File: config.mk
export PLATFORM = sky130hd
export DESIGN_NAME = rmc_ctrl
export DESIGN_NICKNAME = d
export VERILOG_FILES = /design/src/rmc_pkg.sv /design/src/rmc_ctrl.sv
export SDC_FILE = /design/constraint.sdc
export NUM_CORES = 1
export LEC_CHECK = 0
export ABC_CLOCK_PERIOD_IN_PS = 4900
export BUFFER_PORTS_ARGS = -buffer_cell sky130_fd_sc_hd__buf_2
export CORE_UTILIZATION = 62
export CTS_BUF_LIST = sky130_fd_sc_hd__clkbuf_16
export CTS_CLUSTER_SIZE = 24
export DETAILED_ROUTE_END_ITERATION = 10
export PLACE_DENSITY = 0.81
export SYNTH_ARGS = -nofsm -noshare
export SYNTH_HDL_FRONTEND = slang
export SYNTH_SLANG_ARGS = --single-unit
File: constraint.sdc
create_clock -name ref_clk -period 4.9 [get_ports ref_clk]
set_input_delay 0.735 -clock ref_clk [delete_from_list [all_inputs] [get_ports ref_clk]]
set_output_delay 0.735 -clock ref_clk [all_outputs]
set_load 0.005 [all_outputs]
File: src/rmc_pkg.sv
// Shared constants and types for the radio mode control block.
// Assumes a 50 MHz reference clock and a host on a 16-bit serial frame.
package rmc_pkg;

  // Register addresses on the serial frame
  localparam logic [6:0] ADDR_CHIP_STATUS = 7'h02;
  localparam logic [6:0] ADDR_EVT_STAT1   = 7'h03;
  localparam logic [6:0] ADDR_EVT_STAT2   = 7'h04;
  localparam logic [6:0] ADDR_EVT_EN1     = 7'h05;
  localparam logic [6:0] ADDR_EVT_EN2     = 7'h06;
  localparam logic [6:0] ADDR_MODE_CTRL   = 7'h07;
  localparam logic [6:0] ADDR_SEQ_CTRL    = 7'h08;

  // Mode and sequencer control bit positions
  localparam int MODE_XTON    = 0;
  localparam int MODE_PLLON   = 1;
  localparam int MODE_TXON    = 3;
  localparam int MODE_ENLBD   = 5;
  localparam int MODE_ENWT    = 6;
  localparam int MODE_SOFTWARE_RESET = 7;
  localparam int SEQ_VCOCAL   = 0;

  // Event status bit positions
  localparam int ST1_FFERR  = 7;
  localparam int ST1_AFULL  = 6;
  localparam int ST1_AEMPTY = 5;
  localparam int ST1_EXT    = 3;
  localparam int ST1_PKSENT = 2;
  localparam int ST2_WUT    = 3;
  localparam int ST2_LBD    = 2;
  localparam int ST2_CHIPRDY = 1;
  localparam int ST2_POR    = 0;

  // Reset values
  localparam logic [7:0] EN1_RST  = 8'h00;
  localparam logic [7:0] EN2_RST  = 8'h01;
  localparam logic [7:0] MODE_RST = 8'h01;
  localparam logic [7:0] SEQ_RST  = 8'h01;

  // Chip power state codes
  localparam logic [1:0] CPS_LOWPWR = 2'h0;
  localparam logic [1:0] CPS_READY  = 2'h1;
  localparam logic [1:0] CPS_TX     = 2'h2;

  // Sequencer step times in ns, and their cycle counts (least times round up)
  localparam int CLK_PERIOD_NS  = 20;
  localparam int POR_TIME_NS    = 16600000;
  localparam int XTAL_TIME_NS   = 600000;
  localparam int CAL_TIME_NS    = 100000;
  localparam int SETTLE_TIME_NS = 90000;
  localparam int RAMP_TIME_NS   = 10000;
  localparam int POR_CYC    = (POR_TIME_NS + CLK_PERIOD_NS - 1) / CLK_PERIOD_NS;
  localparam int XTAL_CYC   = (XTAL_TIME_NS + CLK_PERIOD_NS - 1) / CLK_PERIOD_NS;
  localparam int CAL_CYC    = (CAL_TIME_NS + CLK_PERIOD_NS - 1) / CLK_PERIOD_NS;
  localparam int SETTLE_CYC = (SETTLE_TIME_NS + CLK_PERIOD_NS - 1) / CLK_PERIOD_NS;
  localparam int RAMP_CYC   = (RAMP_TIME_NS + CLK_PERIOD_NS - 1) / CLK_PERIOD_NS;

  typedef enum logic [2:0] {
    RMC_OFF, RMC_POR, RMC_IDLE, RMC_XTAL, RMC_CAL, RMC_SETTLE, RMC_RAMP, RMC_TX
  } rmc_state_e;

  // One-cycle event pulses from the radio
  typedef struct packed {
    logic fifo_err; logic tx_afull; logic tx_aempty; logic ext; logic wut; logic lbd;
  } rmc_event_s;

  // Level flags shown in chip status
  typedef struct packed {
    logic ovfl; logic unfl; logic freqerr;
  } rmc_flags_s;

  // Block enables driven to the analog side
  typedef struct packed {
    logic main_reg_en; logic low_power_regulator; logic xtal_en; logic synth_en;
    logic vco_cal; logic pa_en; logic tx_send; logic wut_en; logic lbd_en;
  } rmc_power_s;

  // Whole state of the control module
  typedef struct packed {
    rmc_state_e st; logic [19:0] cnt; logic sclk_q; logic [7:0] sh_in;
    logic [2:0] bitc; logic phase; logic rw; logic [6:0] addr; logic [7:0] sh_out;
    logic sdo; logic [7:0] en1; logic [7:0] en2; logic [7:0] stat1; logic [7:0] stat2;
    logic [7:0] mode; logic [7:0] seqc; logic por_read; logic irq_n;
  } rmc_core_s;

  localparam rmc_core_s CORE_RST = '{st: RMC_POR, sdo: 1'b1, irq_n: 1'b1, en1: EN1_RST,
                                     en2: EN2_RST, mode: MODE_RST, seqc: SEQ_RST, default: '0};

endpackage

File: src/rmc_ctrl.sv
// Operating mode sequencer, event flags and serial register access.
// Assumes all pins are synchronous to ref_clk and the serial clock is slow.
`timescale 1ns/100ps

module rmc_ctrl #(
  parameter int POR_CYC    = rmc_pkg::POR_CYC,
  parameter int XTAL_CYC   = rmc_pkg::XTAL_CYC,
  parameter int CAL_CYC    = rmc_pkg::CAL_CYC,
  parameter int SETTLE_CYC = rmc_pkg::SETTLE_CYC
) (
  input  wire logic               ref_clk,
  input  wire logic               rst_n,
  input  wire logic               shutdown_pin,
  input  wire logic               spi_sclk,
  input  wire logic               spi_sel_n,
  input  wire logic               spi_sdi,
  output logic                    sdo_out,
  output logic                    sdo_oe,
  input  wire rmc_pkg::rmc_event_s events,
  input  wire rmc_pkg::rmc_flags_s flags,
  input  wire logic               pkt_done,
  output rmc_pkg::rmc_power_s     power,
  output logic [1:0]              chip_state,
  output logic                    irq_out_n
);

  rmc_pkg::rmc_core_s q;        // Registered state
  rmc_pkg::rmc_core_s d;        // Next state
  logic               rise;     // Serial clock rising edge
  logic               fall;     // Serial clock falling edge
  logic               spi_ok;   // Register space powered and out of reset
  logic               idle_lp;  // Idle with crystal off
  logic [7:0]         chip_stat; // Chip status byte

  // Counter reaches the last cycle of a step
  function automatic logic timer_hit(input logic [19:0] c, input int lim);
    timer_hit = (c == 20'(lim - 1));
  endfunction

  // Step that follows a running crystal
  function automatic rmc_pkg::rmc_state_e after_xtal(input logic [7:0] seqc);
    after_xtal = seqc[rmc_pkg::SEQ_VCOCAL] ? rmc_pkg::RMC_CAL : rmc_pkg::RMC_SETTLE;
  endfunction

  // Any enabled status bit pending
  function automatic logic pending(input rmc_pkg::rmc_core_s s);
    pending = |(s.stat1 & s.en1) | |(s.stat2 & s.en2);
  endfunction

  // Read mux; unmapped addresses read zero
  function automatic logic [7:0] read_reg(input rmc_pkg::rmc_core_s s, input logic [6:0] a,
                                          input logic [7:0] cs);
    unique case (a)
      rmc_pkg::ADDR_CHIP_STATUS: read_reg = cs;
      rmc_pkg::ADDR_EVT_STAT1:   read_reg = s.stat1;
      rmc_pkg::ADDR_EVT_STAT2:   read_reg = s.stat2;
      rmc_pkg::ADDR_EVT_EN1:     read_reg = s.en1;
      rmc_pkg::ADDR_EVT_EN2:     read_reg = s.en2;
      rmc_pkg::ADDR_MODE_CTRL:   read_reg = s.mode;
      rmc_pkg::ADDR_SEQ_CTRL:    read_reg = s.seqc;
      default:                   read_reg = 8'h00;
    endcase
  endfunction

  // Edge detection on the sampled serial clock
  assign rise = spi_sclk & ~q.sclk_q;
  assign fall = ~spi_sclk & q.sclk_q;
  // No register access while shut down or in power-on reset
  assign spi_ok = (q.st != rmc_pkg::RMC_OFF) && (q.st != rmc_pkg::RMC_POR);
  // Crystal off in idle; the low-power regulator only after the host saw the reset flags
  assign idle_lp = (q.st == rmc_pkg::RMC_IDLE) && !q.mode[rmc_pkg::MODE_XTON] &&
                   !q.mode[rmc_pkg::MODE_PLLON];

  // Chip power state code
  always_comb begin
    if (q.st == rmc_pkg::RMC_TX || q.st == rmc_pkg::RMC_RAMP) begin
      chip_state = rmc_pkg::CPS_TX;
    end else if (idle_lp || !spi_ok) begin
      chip_state = rmc_pkg::CPS_LOWPWR;
    end else begin
      chip_state = rmc_pkg::CPS_READY;
    end
  end

  // Chip status byte; reserved bits read zero
  assign chip_stat = {flags.ovfl, flags.unfl, 2'h0, flags.freqerr, 1'b0, chip_state};

  // Analog enables derived from the mode word and sequencer step
  always_comb begin
    power = '0;
    if (spi_ok) begin
      // Low-power supply only in standby and sleep
      power.low_power_regulator = idle_lp && q.por_read && !q.mode[rmc_pkg::MODE_ENLBD];
      power.main_reg_en = !power.low_power_regulator;
    end else begin
      power.main_reg_en = (q.st == rmc_pkg::RMC_POR);
    end
    // Crystal runs in ready, tune and every sequencer step
    power.xtal_en = (q.st >= rmc_pkg::RMC_XTAL) ||
                    ((q.st == rmc_pkg::RMC_IDLE) &&
                     (q.mode[rmc_pkg::MODE_XTON] | q.mode[rmc_pkg::MODE_PLLON]));
    power.synth_en = (q.st >= rmc_pkg::RMC_CAL) ||
                     ((q.st == rmc_pkg::RMC_IDLE) && q.mode[rmc_pkg::MODE_PLLON]);
    power.vco_cal = (q.st == rmc_pkg::RMC_CAL);
    power.pa_en = (q.st == rmc_pkg::RMC_RAMP) || (q.st == rmc_pkg::RMC_TX);
    power.tx_send = (q.st == rmc_pkg::RMC_TX);
    power.wut_en = spi_ok && (q.mode[rmc_pkg::MODE_ENWT] | q.mode[rmc_pkg::MODE_ENLBD]);
    power.lbd_en = spi_ok && q.mode[rmc_pkg::MODE_ENLBD];
  end

  // Next-state logic: sequencer, serial frame, flags
  always_comb begin
    logic [7:0] b;       // Completed serial byte
    logic [6:0] rd_addr; // Address whose data is loaded for shifting out
    logic       rd_go;   // Load read data this cycle
    logic       wr_go;   // Write data byte this cycle
    logic [7:0] s1set;   // Status one bits set this cycle
    logic [7:0] s2set;   // Status two bits set this cycle
    b = 8'h00;
    rd_addr = 7'h00;
    rd_go = 1'b0;
    wr_go = 1'b0;
    s1set = 8'h00;
    s2set = 8'h00;
    d = q;
    d.sclk_q = spi_sclk;
    d.cnt = q.cnt + 20'h00001;

    // Host clearing the transmit bit aborts any step back to idle
    if (q.st >= rmc_pkg::RMC_XTAL && !q.mode[rmc_pkg::MODE_TXON]) begin
      d.st = rmc_pkg::RMC_IDLE;
      d.cnt = '0;
    end else begin
      unique case (q.st)
        rmc_pkg::RMC_OFF: begin
          // Power-on reset begins once the pin has fallen
          d.st = rmc_pkg::RMC_POR;
          d.cnt = '0;
        end
        rmc_pkg::RMC_POR: begin
          if (timer_hit(q.cnt, POR_CYC)) begin
            d.st = rmc_pkg::RMC_IDLE;
            d.cnt = '0;
            s2set[rmc_pkg::ST2_POR] = 1'b1;
            s2set[rmc_pkg::ST2_CHIPRDY] = 1'b1;
          end
        end
        rmc_pkg::RMC_IDLE: begin
          d.cnt = '0;
          if (q.mode[rmc_pkg::MODE_TXON]) begin
            // Crystal already up in ready or tune, so its wait is skipped
            if (q.mode[rmc_pkg::MODE_XTON] | q.mode[rmc_pkg::MODE_PLLON]) begin
              d.st = after_xtal(q.seqc);
            end else begin
              d.st = rmc_pkg::RMC_XTAL;
            end
          end
        end
        rmc_pkg::RMC_XTAL: begin
          if (timer_hit(q.cnt, XTAL_CYC)) begin
            d.st = after_xtal(q.seqc);
            d.cnt = '0;
            s2set[rmc_pkg::ST2_CHIPRDY] = 1'b1;
          end
        end
        rmc_pkg::RMC_CAL: begin
          if (timer_hit(q.cnt, CAL_CYC)) begin
            d.st = rmc_pkg::RMC_SETTLE;
            d.cnt = '0;
          end
        end
        rmc_pkg::RMC_SETTLE: begin
          if (timer_hit(q.cnt, SETTLE_CYC)) begin
            d.st = rmc_pkg::RMC_RAMP;
            d.cnt = '0;
          end
        end
        rmc_pkg::RMC_RAMP: begin
          // Ramp is short, so it stays a fixed constant
          if (timer_hit(q.cnt, rmc_pkg::RAMP_CYC)) begin
            d.st = rmc_pkg::RMC_TX;
            d.cnt = '0;
          end
        end
        rmc_pkg::RMC_TX: begin
          d.cnt = '0;
          // Packet done returns to the idle mode that was selected
          if (pkt_done) begin
            d.st = rmc_pkg::RMC_IDLE;
            d.mode[rmc_pkg::MODE_TXON] = 1'b0;
            s1set[rmc_pkg::ST1_PKSENT] = 1'b1;
          end
        end
      endcase
    end

    // Serial frame: write bit, 7-bit address, then data bytes with auto-increment
    if (spi_sel_n || !spi_ok) begin
      d.bitc = '0;
      d.phase = 1'b0;
      d.sdo = 1'b1;
    end else begin
      if (rise) begin
        b = {q.sh_in[6:0], spi_sdi};
        d.sh_in = b;
        d.bitc = q.bitc + 3'h1;
        if (q.bitc == 3'h7) begin
          if (!q.phase) begin
            // Address byte
            d.phase = 1'b1;
            d.rw = b[7];
            d.addr = b[6:0];
            rd_addr = b[6:0];
            rd_go = !b[7];
          end else begin
            // Data byte, then step to the next register for a burst
            wr_go = q.rw;
            d.addr = q.addr + 7'h01;
            rd_addr = q.addr + 7'h01;
            rd_go = !q.rw;
          end
        end
      end
      // Read data leaves on falling edges, MSB first
      if (fall && q.phase && !q.rw) begin
        d.sdo = q.sh_out[7];
        d.sh_out = {q.sh_out[6:0], 1'b0};
      end
    end

    // A status read clears only its enabled bits
    if (rd_go) begin
      d.sh_out = read_reg(q, rd_addr, chip_stat);
      if (rd_addr == rmc_pkg::ADDR_EVT_STAT1) begin
        d.stat1 = q.stat1 & ~q.en1;
      end
      if (rd_addr == rmc_pkg::ADDR_EVT_STAT2) begin
        d.stat2 = q.stat2 & ~q.en2;
        d.por_read = 1'b1;
      end
    end

    // Register writes; read-only addresses ignore writes
    if (wr_go) begin
      unique case (q.addr)
        rmc_pkg::ADDR_EVT_EN1:  d.en1 = b;
        rmc_pkg::ADDR_EVT_EN2:  d.en2 = b;
        rmc_pkg::ADDR_SEQ_CTRL: d.seqc = b;
        rmc_pkg::ADDR_MODE_CTRL: begin
          if (b[rmc_pkg::MODE_SOFTWARE_RESET]) begin
            // Software reset restores defaults and lands in ready
            d.en1 = rmc_pkg::EN1_RST;
            d.en2 = rmc_pkg::EN2_RST;
            d.mode = rmc_pkg::MODE_RST;
            d.seqc = rmc_pkg::SEQ_RST;
            d.stat1 = 8'h00;
            d.stat2 = 8'h00;
            d.st = rmc_pkg::RMC_IDLE;
            d.cnt = '0;
          end else begin
            d.mode = b;
          end
        end
        default: ;
      endcase
    end

    // Events set their flags whether enabled or not; a set beats a same-cycle clear
    s1set[rmc_pkg::ST1_FFERR] = events.fifo_err;
    s1set[rmc_pkg::ST1_AFULL] = events.tx_afull;
    s1set[rmc_pkg::ST1_AEMPTY] = events.tx_aempty;
    s1set[rmc_pkg::ST1_EXT] = events.ext;
    s2set[rmc_pkg::ST2_WUT] = events.wut;
    s2set[rmc_pkg::ST2_LBD] = events.lbd;
    if (spi_ok || s2set[rmc_pkg::ST2_POR]) begin
      d.stat1 = d.stat1 | s1set;
      d.stat2 = d.stat2 | s2set;
    end
    // Interrupt follows enabled pending bits, released once they are read
    d.irq_n = !pending(d);

    // Shutdown pin overrides everything and wipes the registers
    if (shutdown_pin) begin
      d = rmc_pkg::CORE_RST;
      d.st = rmc_pkg::RMC_OFF;
    end
  end

  // State register
  always_ff @(posedge ref_clk or negedge rst_n) begin
    if (!rst_n) begin
      q <= rmc_pkg::CORE_RST;
    end else begin
      q <= d;
    end
  end

  // Serial data and interrupt pins from flip-flops; output enable straight from select and state
  assign sdo_out = q.sdo;
  assign sdo_oe = !spi_sel_n && spi_ok;
  assign irq_out_n = q.irq_n;
endmodule

After elaboration in Yosys (flattened, before gate mapping)
Cells that the tools add are included.

storage, ports and cells
  register bits after elaboration = 102
  input port bits = 16
  output and inout bits = 14
  logic and storage cells = 188

operators by class
  $add $sub $neg = 3
  magnitude comparators = 2
  equality and inequality tests = 29
  muxes and demuxes = 68
  bitwise logic cells = 15
  reduce and logical (&&, ||, !) cells = 52

operators with widths
  kind                                             count
  2-to-1 mux 23 bit                                9
  case mux 23 bit (8 select lines)                 1
  2-to-1 mux 103 bit                               1
  2-to-1 mux 8 bit                                 7
  case mux 8 bit (7 select lines)                  1
  == test 7 x 3 -> 1 bit, second input constant    7
  2-to-1 mux 16 bit                                3
  2-to-1 mux 48 bit                                1
  case mux 8 bit (2 select lines)                  3
  == test 20 x 13 -> 1 bit, second input constant  2
  2-to-1 mux 7 bit                                 5
  bitwise AND 8 bit                                4
  2-to-1 mux 32 bit                                1
  2-to-1 mux 1 bit                                 24
  2-to-1 mux 24 bit                                1
  adder 20 x 1 -> 20 bit, second input constant    1
  == test 20 x 15 -> 1 bit, second input constant  1
  == test 20 bit, second input constant            1
  == test 20 x 9 -> 1 bit, second input constant   1
  2-to-1 mux 20 bit                                1
  2-to-1 mux 9 bit                                 2
  nonzero test 3 bit                               6
  inverter 8 bit                                   2
  OR reduction 8 bit                               2
  other kinds (30)                                 82

Logic depth before layout (Yosys ltp)
Gate-level depths: netlist of run 1.

  word-level depth = 18
  gate-level depth with buffers = 14
  depth with buffers taken out = 10

Least setup slack after synthesis of run 1
Ideal clock, no wire load.

  kind = input port to flip-flop
  start point = input spi_sclk
  end point = register q, in the netlist irq_out_n
  setup time = 0.062 ns
  arrival = 2.886 ns
  data required time = 4.838 ns
  slack = 1.952 ns
  cell stages on the path = 10
  buffers on the path = 2
  cell sequence = nor2b_1 clkbuf_1 nand4_2 or3_1 clkbuf_1 a22o_1 a31oi_1 o211ai_1 a2111oi_0 a41o_1

RTL lines
  item                  line             text
  start, declared       rmc_ctrl.sv:14   input wire logic spi_sclk,
  end signal, assigned  rmc_ctrl.sv:292  q <= rmc_pkg::CORE_RST;
  end, declared         rmc_ctrl.sv:27   rmc_pkg::rmc_core_s q;

==> summary.txt, run 1 <==
Place
  • Routability cong.: 1.001
  • Post-DP Area: 0.006101 mm2
  • Buffers added on ports: 29
  • Setup WS pre-CTS: 1.413 ns
  • Placed cell count: 817
  • Detailed Place HPWL: 13.05 mm

STA
  • Relative max-transition margin: 28.25%
  • Slew Limit Fails: 0
  • Crit path time final: 3.494 ns
  • Final Hold Viols: 0
  • Setup TNS: 0 ns
  • Final setup vio count: 0
  • Fmax: 0.2862 GHz
  • Worst-Margin Slew: 1.076 ns
  • Final setup margin: 1.406 ns
  • Clk_skew: 0.009229 ns
  • Period utilization: 71.31%
  • RSZ-0062 raised after global routing: false

Floorplanning
  • I/O pin cnt: 30
  • Initial Util: 64.25%
  • Core area: 0.009240 mm2
  • Rows: 35
  • Die area: 0.009971 mm2
  • Die height: 99.86 um
  • Chip Width: 99.86 um

Global route
  • Global-route wire length before repair: 28.42 mm
  • Antenna violations before repair: 0
  • Largest net degree at the start of global routing: 52
  • Total gr overflow: 0
  • Vias in the first global route: 5215
  • GR Util All Layers: 38.11%

Worst setup path
  • Crit path DAT: 3.76 ns
  • Worst Path Class, Setup: reg -> reg
  • CP required: 5.17 ns
  • Type of origin of the critical path: flip-flop
  • FF-to-FF setup slack: 1.41 ns
  • CP max FO: 20
  • Worst reg2reg endpoint: q[88]$_DFF_PN0_
  • Reg2reg path depth: 10
  • Worst r2r src: q[102]$_DFF_PN0_
  • Crit path capture type: flip-flop

Routing
  • Post-route ant nets: 0
  • Wire per inst: 21.46 um
  • DR vias/cell: 6.638
  • Via count: 5523
  • Routed Wire Length: 17.85 mm
  • Remaining DRCs: 0
  • TritonRoute pass-1 iters: 5
  • Starting DRT DRC Count: 482

Clock tree
  • Root Buffer: clkbuf_16
  • Post-CTS Resized: 0
  • Setup Buffers After CTS: 0
  • H-tree depth: 3
  • CTS tree: yes
  • Hold Buf Count CTS: 0
  • Clock sinks: 101
  • Clock tree buffer depth: 2
  • Number of CTS-inserted buffers: 9
  • Worst-Skew Late Latency: 0.35 ns
  • Clock-pin slew on the worst setup and hold paths: 0.07 ns

Logic synthesis
  • Synthesized cell area: 0.005937 mm2
  • Post-synth EDFFs: 0
  • Syn Nets: 718
  • YS warnings: 0
  • Top_reg_cell synth: dfrtp_1
  • Most numerous cell in the Yosys netlist: nand2_1
  • Netlist cell types: 72
  • Sequential share of the synthesized area: 42.70%
  • Ranking of synthesized cells by area: dfrtp_1 (40%), nand2_1 (6.1%), nor2_1 (5.4%)
  • Avg Synthesized Cell Area: 8.542 um2
  • Post-synth ARST share: 100.0%
  • Yosys reg bits: 101
  • Top-area cell type share of the netlist area: 40.04%
  • Synth top cells by count: nand2_1 (97), dfrtp_1 (95), nor2_1 (85), a21oi_1 (53), clkbuf_1 (35)
  • Syn Inst Count: 695
  • Synth area leader: dfrtp_1

Cells and area
  • Ant diodes: 0
  • Register area: 0.002535 mm2
  • Fraction of layout cells with a size suffix above 1: 10.10%
  • Final net count: 722
  • Area grow syn2layout: 7.503%
  • Post-Layout Cell Count: 832
  • Post-route cell area: 0.006382 mm2
  • Area used by multi-input combinational logic: 0.003166 mm2
  • Fillers: 755

Pwr
  • P per Cell Area: 249.9 mW/mm2
  • Pleak: 2.568 nW
  • Power Total: 1.595 mW
  • Worst-case vdd ir drop: 0.2475 mV

Job
  • Max-cap violations: 0

Outcome
  • Status: finished clean

Worst hold path
  • Hold/Removal Path Class: in -> async
[per-layer routing]
layer | track usage [%] | wire [um] | part of all wire, %
met5 | 0 | 0 | 0
met4 | 20.02 | 985 | 5.5
met3 | 9.680 | 1851 | 10
met2 | 58.73 | 7935 | 44
met1 | 49.82 | 7081 | 40
[power breakdown]
part / leakage, nW / internal, mW / switching, mW / total, mW
Clock: 0.134 / 0.388 / 0.306 / 0.694
Combinational: 1.04 / 0.0128 / 0.0467 / 0.0595
Sequential: 1.39 / 0.837 / 0.00411 / 0.841
Total: 2.57 / 1.24 / 0.357 / 1.59
[registers in the layout (all words and copies together) (netlist names)]
name,flops
irq_out_n,1
q,99
sdo_out,1
[how the worst max path moves through the flow]
| stage | from | endpoint | slack [ns] | cells after the start |
|---|---|---|---|---|
| 2_1_floorplan | spi_sclk | irq_out_n$_DFF_PN1_ | 1.95 | 10 |
| 3_3_place_gp | spi_sclk | irq_out_n$_DFF_PN1_ | 1.52 | 9 |
| 3_5_place_dp | spi_sclk | irq_out_n$_DFF_PN1_ | 1.41 | 9 |
| 4_1_cts | q[102]$_DFF_PN0_ | q[88]$_DFF_PN0_ | 1.47 | 10 |
| 5_1_grt | q[102]$_DFF_PN0_ | q[88]$_DFF_PN0_ | 1.17 | 10 |
| 6_report | q[102]$_DFF_PN0_ | q[88]$_DFF_PN0_ | 1.41 | 10 |
[critical path, cell delays in order (launching register included)]
cell and delay (ns):
dfrtp_1 0.53, nor2_2 0.27, or2_1 0.34, clkinv_2 0.21, and4_4 0.27, and3_1 0.23, nor2_1 0.42, o21ai_0 0.21
or2_2 0.35, a21o_1 0.38, nor2_1 0.20
[cells in the final DEF (no fill, tap or decap), drive strengths merged, types with 7 or more instances in the layout]
| master | count |
|---|---|
| nor2 | 86 |
| xor2 | 12 |
| a21boi | 7 |
| clkbuf | 9 |
| nand4 | 13 |
| ha | 7 |
| a22oi | 20 |
| a21oi | 53 |
| a31oi | 8 |
| nor3 | 13 |
| and2 | 16 |
| nand2 | 97 |
| nand3 | 31 |
| and3 | 11 |
| xnor2 | 10 |
| buf | 34 |
| nor2b | 10 |
| a222oi | 8 |
| o21ai | 33 |
| inv | 14 |
| dfrtp | 95 |
[area by class of cell]
class / count / share of cell area (%)
multi-input combinational: 539 / 49.60
clock inverter: 6 / 0.8822
timing repair buffer: 34 / 2.901
sequential: 101 / 39.72
tap: 129 / 2.529
clock buffer: 9 / 3.529
inverter: 14 / 0.8430
[cells by family after synthesis]
| group | Yosys count | share of synthesized area (%) |
|---|---|---|
| AND/OR/NAND/NOR | 314 | 25.80 |
| AO/OA/AOI/OAI | 188 | 21.41 |
| flip-flops | 101 | 42.70 |
| buffers and inverters | 55 | 3.983 |
| XOR/XNOR | 22 | 3.245 |
| multiplexers | 8 | 1.391 |
| adder cells (fa/ha/maj) | 7 | 1.475 |
[through the flow]
stage / utilization [%] / hold slack, ns
after floorplan: - / 0.4329
after global placement: 66.03 / 0.4584
after detailed placement: 66.03 / 0.4832
after CTS: 69.07 / 0.4321
after global routing: 69.07 / 0.4697
final: 69.07 / 0.4101
Note: power is estimated with default switching activity, not from simulation.
==> inputs of run 2 (changes only) <==
==> config.mk (replaced) <==
export PLATFORM = sky130hd
export DESIGN_NAME = rmc_ctrl
export DESIGN_NICKNAME = d
export VERILOG_FILES = /design/src/rmc_pkg.sv /design/src/rmc_ctrl.sv
export SDC_FILE = /design/constraint.sdc
export NUM_CORES = 1
export LEC_CHECK = 0
export ABC_AREA = 1
export ABC_CLOCK_PERIOD_IN_PS = 2800
export BUFFER_PORTS_ARGS = -buffer_cell sky130_fd_sc_hd__buf_2
export CORE_UTILIZATION = 56
export CTS_BUF_LIST = sky130_fd_sc_hd__clkbuf_16
export CTS_CLUSTER_SIZE = 24
export DETAILED_ROUTE_END_ITERATION = 10
export PLACE_DENSITY = 0.77
export SYNTH_ARGS = -nofsm -noshare
export SYNTH_HDL_FRONTEND = slang
export SYNTH_SLANG_ARGS = --single-unit
==> constraint.sdc (replaced) <==
create_clock -name ref_clk -period 2.8 [get_ports ref_clk]
set_input_delay 0.42 -clock ref_clk [delete_from_list [all_inputs] [get_ports ref_clk]]
set_output_delay 0.42 -clock ref_clk [all_outputs]
set_load 0.005 [all_outputs]
==> summary.txt, run 2 <==
Outcome
  • Status: finished clean

STA
  • Fmax: 0.3749 GHz
  • Final setup vio count: 0
  • Slew Limit Fails: 0
  • Crit path time final: 2.668 ns
  • RSZ-0062 raised after global routing: true
  • Relative max-transition margin: 57.43%
  • Final Hold Viols: 0
  • Clk_skew: 0.009840 ns
  • Final setup margin: 0.1325 ns
  • Worst-Margin Slew: 0.6386 ns
  • Period utilization: 95.27%
  • Setup TNS: 0 ns

Worst setup path
  • CP Cell Sequence: ha_1, inv_1, nand2_1, nand2_1, nand2_1, o21ai_0, a21oi_1, nor2_1, nand2_1, nor2_1, nor3_1, nand2_1, nand2_1, nand2_1, nand2_1, nand2_1
  • Slowest CP cell: nor2_1
  • Worst r2r src: q[59]$_DFFE_PN0P_
  • Crit path capture type: flip-flop
  • Type of origin of the critical path: flip-flop
  • CP max FO: 6
  • Worst Path Class, Setup: reg -> reg
  • CP dominant cell by count: nand2_1
  • CP required: 3.09 ns
  • Reg2reg path depth: 16
  • Critical Path Start: q[59]$_DFFE_PN0P_
  • Worst reg2reg endpoint: q[52]$_DFFE_PN0P_
  • Worst path max stage delay: 0.48 ns
  • Crit path DAT: 2.96 ns
  • FF-to-FF setup slack: 0.13 ns

Routing
  • Via count: 6004
  • Remaining DRCs: 0
  • DR vias/cell: 5.745
  • Routed Wire Length: 17.74 mm
  • Wire per inst: 16.97 um
  • Post-route ant nets: 0
  • TritonRoute pass-1 iters: 5
  • Starting DRT DRC Count: 669

Global route
  • Met1 Resource Use GR: 48.37%
  • Global-route wire length before repair: 28.28 mm
  • Top Usage Layer GRT: met2
  • Largest net degree at the start of global routing: 52
  • Met2 Usage GRT: 49.40%
  • Antenna violations before repair: 0
  • Total gr overflow: 0
  • Vias in the first global route: 5367
  • Met3 Resource Use GR: 6.201%
  • GR Util All Layers: 32.68%

Floorplanning
  • I/O pin cnt: 30
  • Die area: 0.01140 mm2
  • Die height: 106.8 um
  • Chip Width: 106.8 um
  • Initial Util: 58.78%
  • Core area: 0.01046 mm2
  • Rows: 37

Pwr
  • Worst-case vdd ir drop: 0.4612 mV
  • Power Total: 3.034 mW
  • P per Cell Area: 442.3 mW/mm2
  • Pleak: 3.123 nW

Clock tree
  • H-tree depth: 3
  • Worst-Skew Late Latency: 0.36 ns
  • Clock-pin slew on the worst setup and hold paths: 0.07 ns
  • Number of CTS-inserted buffers: 9
  • Clock tree buffer depth: 2
  • Clock sinks: 101
  • CTS tree: yes
  • Root Buffer: clkbuf_16

Cells and area
  • Area used by multi-input combinational logic: 0.003070 mm2
  • Max FFs per register: 99
  • Reg with most FFs: q
  • Fillers: 930
  • Fraction of layout cells with a size suffix above 1: 11.22%
  • Final core utilization: 65.56%
  • Register area: 0.002537 mm2
  • Final net count: 927
  • Most frequent cells in the layout: nand2_1 (225), nor2_1 (135), inv_1 (116), dfrtp_1 (93), nand3_1 (65)
  • Most common cell after layout, fill and taps aside: nand2_1
  • Ant diodes: 0
  • Area grow syn2layout: 11.54%

Logic synthesis
  • Top_reg_cell synth: dfrtp_1
  • Synth top cells by count: nand2_1 (225), nor2_1 (137), inv_1 (115), dfrtp_1 (95), nand3_1 (65)
  • Syn Nets: 894
  • Top-area cell type share of the netlist area: 38.66%
  • Post-synth EDFFs: 0
  • Post-synth ARST share: 100.0%
  • Ranking of synthesized cells by area: dfrtp_1 (39%), nand2_1 (14%), nor2_1 (8.4%)
  • Yosys reg bits: 101
  • Sequential share of the synthesized area: 41.22%
  • YS warnings: 0
  • Netlist cell types: 45
  • Synth area leader: dfrtp_1
  • Synthesized cell area: 0.006150 mm2
  • Most numerous cell in the Yosys netlist: nand2_1
  • Syn Inst Count: 871
  • Avg Synthesized Cell Area: 7.060 um2

Place
  • Detailed Place HPWL: 13.29 mm
  • Buffers added on ports: 29
  • Routability cong.: 0.9847
  • Setup WS pre-CTS: 0.06236 ns

Worst hold path
  • Hold/Removal Path Class: in -> async

Job
  • Max-cap violations: 0
run 2: layout make-up:
type / count / area share (%)
Inverter: 124 / 6.786
Sequential cell: 101 / 36.99
Tap cell: 136 / 2.481
Clock buffer: 9 / 3.283
Multi-Input combinational cell: 626 / 44.76
Timing Repair Buffer: 42 / 3.940
Clock inverter: 7 / 1.751
run 2: metrics by stage:
| step | hold slack (ns) | instances | cell area, um2 |
|---|---|---|---|
| global route | 0.1252 | 1045 | 6859 |
| detailed placement | 0.4549 | 1028 | 6486 |
| floorplan | 0.1244 | 871 | 6150 |
| global placement | 0.4493 | 1028 | 6486 |
| CTS | 0.1023 | 1044 | 6832 |
| finish | 0.09671 | 1045 | 6859 |
run 2: where the power goes:
| part | switching (mW) | internal, mW |
|---|---|---|
| combinational | 0.0857 | 0.0267 |
| clock | 0.571 | 0.878 |
| sequential | 0.00529 | 1.47 |
run 2: logic make-up after synthesis:
group	after synthesis	synth area share, %
simple gates	499	36.28
buf+inv	144	9.135
compound gates	111	10.66
flops	101	41.22
xor+xnor	9	1.282
fa+ha+maj	7	1.424
run 2: metal layers:
| metal | part of all wire, % | up-vias |
|---|---|---|
| met5 | 0 | - |
| li1 | - | 2872 |
| met2 | 45 | 308 |
| met1 | 45 | 2798 |
| met3 | 8.9 | 26 |
| met4 | 1.7 | 0 |
run 2: timing repair:
| item | in CTS | in global routing |
|---|---|---|
| setup endpoints to repair | 0 | 12 |
| setup buffers | 0 | 1 |
| hold buffers | 0 | 0 |
| resized for setup | 0 | 10 |
run 2: worst max-delay path by stage:
stage,to,slack (ns),depth (start not counted)
floorplan,q[5]$_DFFE_PN0P_,0.63,10
global placement,q[52]$_DFFE_PN0P_,0.08,16
detailed placement,q[53]$_DFFE_PN0P_,0.06,16
CTS,q[52]$_DFFE_PN0P_,0.02,16
global route,q[52]$_DFFE_PN0P_,-0.05,16
finish,q[52]$_DFFE_PN0P_,0.13,16
run 2: worst max-delay path, delay by kind of cell, from the launching register on:
kind,cells,cell delay [ns]
flops,1,0.44
buf+inv,1,0.08
fa+ha+maj,1,0.24
compound gates,2,0.48
simple gates,12,1.36
==> inputs of run 3 (changes only) <==
--- a/config.mk
+++ b/config.mk
@@ -13,6 +13,7 @@
 export CTS_CLUSTER_SIZE = 24
 export DETAILED_ROUTE_END_ITERATION = 10
 export PLACE_DENSITY = 0.77
+export SETUP_SLACK_MARGIN = 0.15
 export SYNTH_ARGS = -nofsm -noshare
 export SYNTH_HDL_FRONTEND = slang
 export SYNTH_SLANG_ARGS = --single-unit
==> summary.txt, run 3 (synthesized netlist as in run 2, its figures left out) <==
STA
  • Crit path time final: 2.537 ns
  • Period utilization: 90.61%
  • Clk_skew: 0.009704 ns
  • Final setup vio count: 0
  • Fmax: 0.3942 GHz
  • Worst-Margin Slew: 0.6562 ns
  • Slew Limit Fails: 0
  • RSZ-0062 raised after global routing: true
  • Relative max-transition margin: 55.56%
  • Worst hold slack: 0.07283 ns
  • Final Hold Viols: 0
  • Final setup margin: 0.2629 ns
  • Setup TNS: 0 ns

Clock tree
  • Clock sinks: 101
  • Hold Buf Count CTS: 0
  • Worst-Skew Late Latency: 0.36 ns
  • Root Buffer: clkbuf_16
  • H-tree depth: 3
  • Clock-pin slew on the worst setup and hold paths: 0.07 ns
  • Clock tree buffer depth: 2
  • Number of CTS-inserted buffers: 9
  • CTS tree: yes

Worst setup path
  • Crit path capture type: flip-flop
  • Worst path max stage delay: 0.52 ns
  • CP required: 3.10 ns
  • Crit path DAT: 2.83 ns
  • Slowest CP cell: dfrtp_1
  • CP Cell Sequence: inv_2, nand2_4, nand2_4, nor2_4, nand2_2, nor2_4, nand2_4, nor2_2, nand2_1, o21ai_0, nor2_1, nand3_1, nand2_1, nand2_1, nand2_1, nand2_1
  • CP max FO: 7
  • Type of origin of the critical path: flip-flop
  • CP dominant cell by count: nand2_1
  • Worst Path Class, Setup: reg -> reg

Global route
  • Global-route wire length before repair: 28.28 mm
  • Vias in the first global route: 5367
  • Antenna violations before repair: 0
  • Largest net degree at the start of global routing: 52
  • Total gr overflow: 0
  • GR Util All Layers: 32.68%

Cells and area
  • Reg with most FFs: q
  • Fillers: 917
  • Most common cell after layout, fill and taps aside: nand2_1
  • Most frequent cells in the layout: nand2_1 (224), nor2_1 (132), inv_1 (116), dfrtp_1 (93), nand3_1 (65)
  • Fraction of layout cells with a size suffix above 1: 12.98%
  • Final net count: 935
  • Ant diodes: 0
  • Post-Layout Cell Count: 1053
  • Area grow syn2layout: 13.18%
  • Max FFs per register: 99

Pwr
  • Worst-case vdd ir drop: 0.4654 mV
  • Pleak: 3.175 nW
  • P per Cell Area: 437.0 mW/mm2

Floorplanning
  • Die area: 0.01140 mm2
  • Rows: 37
  • Initial Util: 58.78%
  • Die height: 106.8 um
  • I/O pin cnt: 30
  • Chip Width: 106.8 um
  • Core area: 0.01046 mm2

Routing
  • Via count: 6059
  • Remaining DRCs: 0
  • Starting DRT DRC Count: 577
  • Routed Wire Length: 17.84 mm
  • DR vias/cell: 5.754
  • TritonRoute pass-1 iters: 7
  • Post-route ant nets: 0
  • Wire per inst: 16.94 um

Outcome
  • Status: finished clean

Place
  • Detailed Place HPWL: 13.29 mm
  • Routability cong.: 0.9847
  • Setup WS pre-CTS: 0.06236 ns
  • Placed cell count: 1028
  • Buffers added on ports: 29

Worst hold path
  • Hold/Removal Path Class: in -> async

Job
  • Max-cap violations: 0
==> run 3: cell types whose count changed in the layout (fill, tap and decap cells not counted), moves of 2 or more <==
cell / change
buf_4: +8
nor2_1: -3
nor2_2: +3
o21ai_2: +3
nand2_4: +2
o21ai_0: -2
==> run 3: metal layers <==
layer	vias to the layer above	wire (um)	global-route usage [%]
met3	31	1633	6.201
li1	2886	-	-
met2	337	7930	49.40
met5	-	0	0
met1	2805	7934	48.37
met4	0	337	7.828
==> run 3: worst max-delay path, delay by kind of cell, from the launching register on <==
kind,cells,cell delay (ns)
buffers and inverters,1,0.11
AND/OR/NAND/NOR,14,1.50
flip-flops,1,0.52
AO/OA/AOI/OAI,1,0.34
==> run 3: path summary, 6_finish.rpt <==
check                           slack, ns             start  cells after the start           endpoint
max in group asynchronous            1.82             rst_n                      3    q[84]$_DFF_PN0_
worst max register to register       0.26  q[101]$_DFF_PN0_                     16  q[57]$_DFFE_PN0P_
worst min-delay path                 0.07             rst_n                      1    q[91]$_DFF_PN0_
worst max-delay path                 0.26  q[101]$_DFF_PN0_                     16  q[57]$_DFFE_PN0P_
worst min register to register       0.46   q[80]$_DFF_PN0_                      1    q[80]$_DFF_PN0_
min in group ref_clk                 0.32          spi_sclk                      3    q[79]$_DFF_PN0_
==> run 3: repair_timing <==
action,CTS,global route
gates resized for setup,2,21
gates cloned,0,0
setup endpoints to repair,7,35
pin swaps,0,5
setup buffers,0,9
==> run 3: cell type report <==
cell class	instances	area, um2	area share (%)
clock buffer	9	225.2	3.236
tap	136	170.2	2.445
timing repair buffer	50	330.3	4.746
sequential	101	2537	36.46
multi-input combinational	626	3112	44.71
clock inverter	7	120.1	1.726
inverter	124	465.4	6.687
==> run 3: where the power goes <==
part           switching [mW]  internal [mW]
registers             0.00538           1.47
clock network           0.577          0.879
logic                  0.0868         0.0271
==> run 3: metrics by stage <==
stage / area [um2] / utilization [%] / power (mW)
2_1_floorplan: 6150 / - / 1.547
3_3_place_gp: 6486 / 61.99 / 1.609
3_5_place_dp: 6486 / 61.99 / 1.611
4_1_cts: 6838 / 65.36 / 3.060
5_1_grt: 6960 / 66.53 / 3.138
6_report: 6960 / 66.53 / 3.042
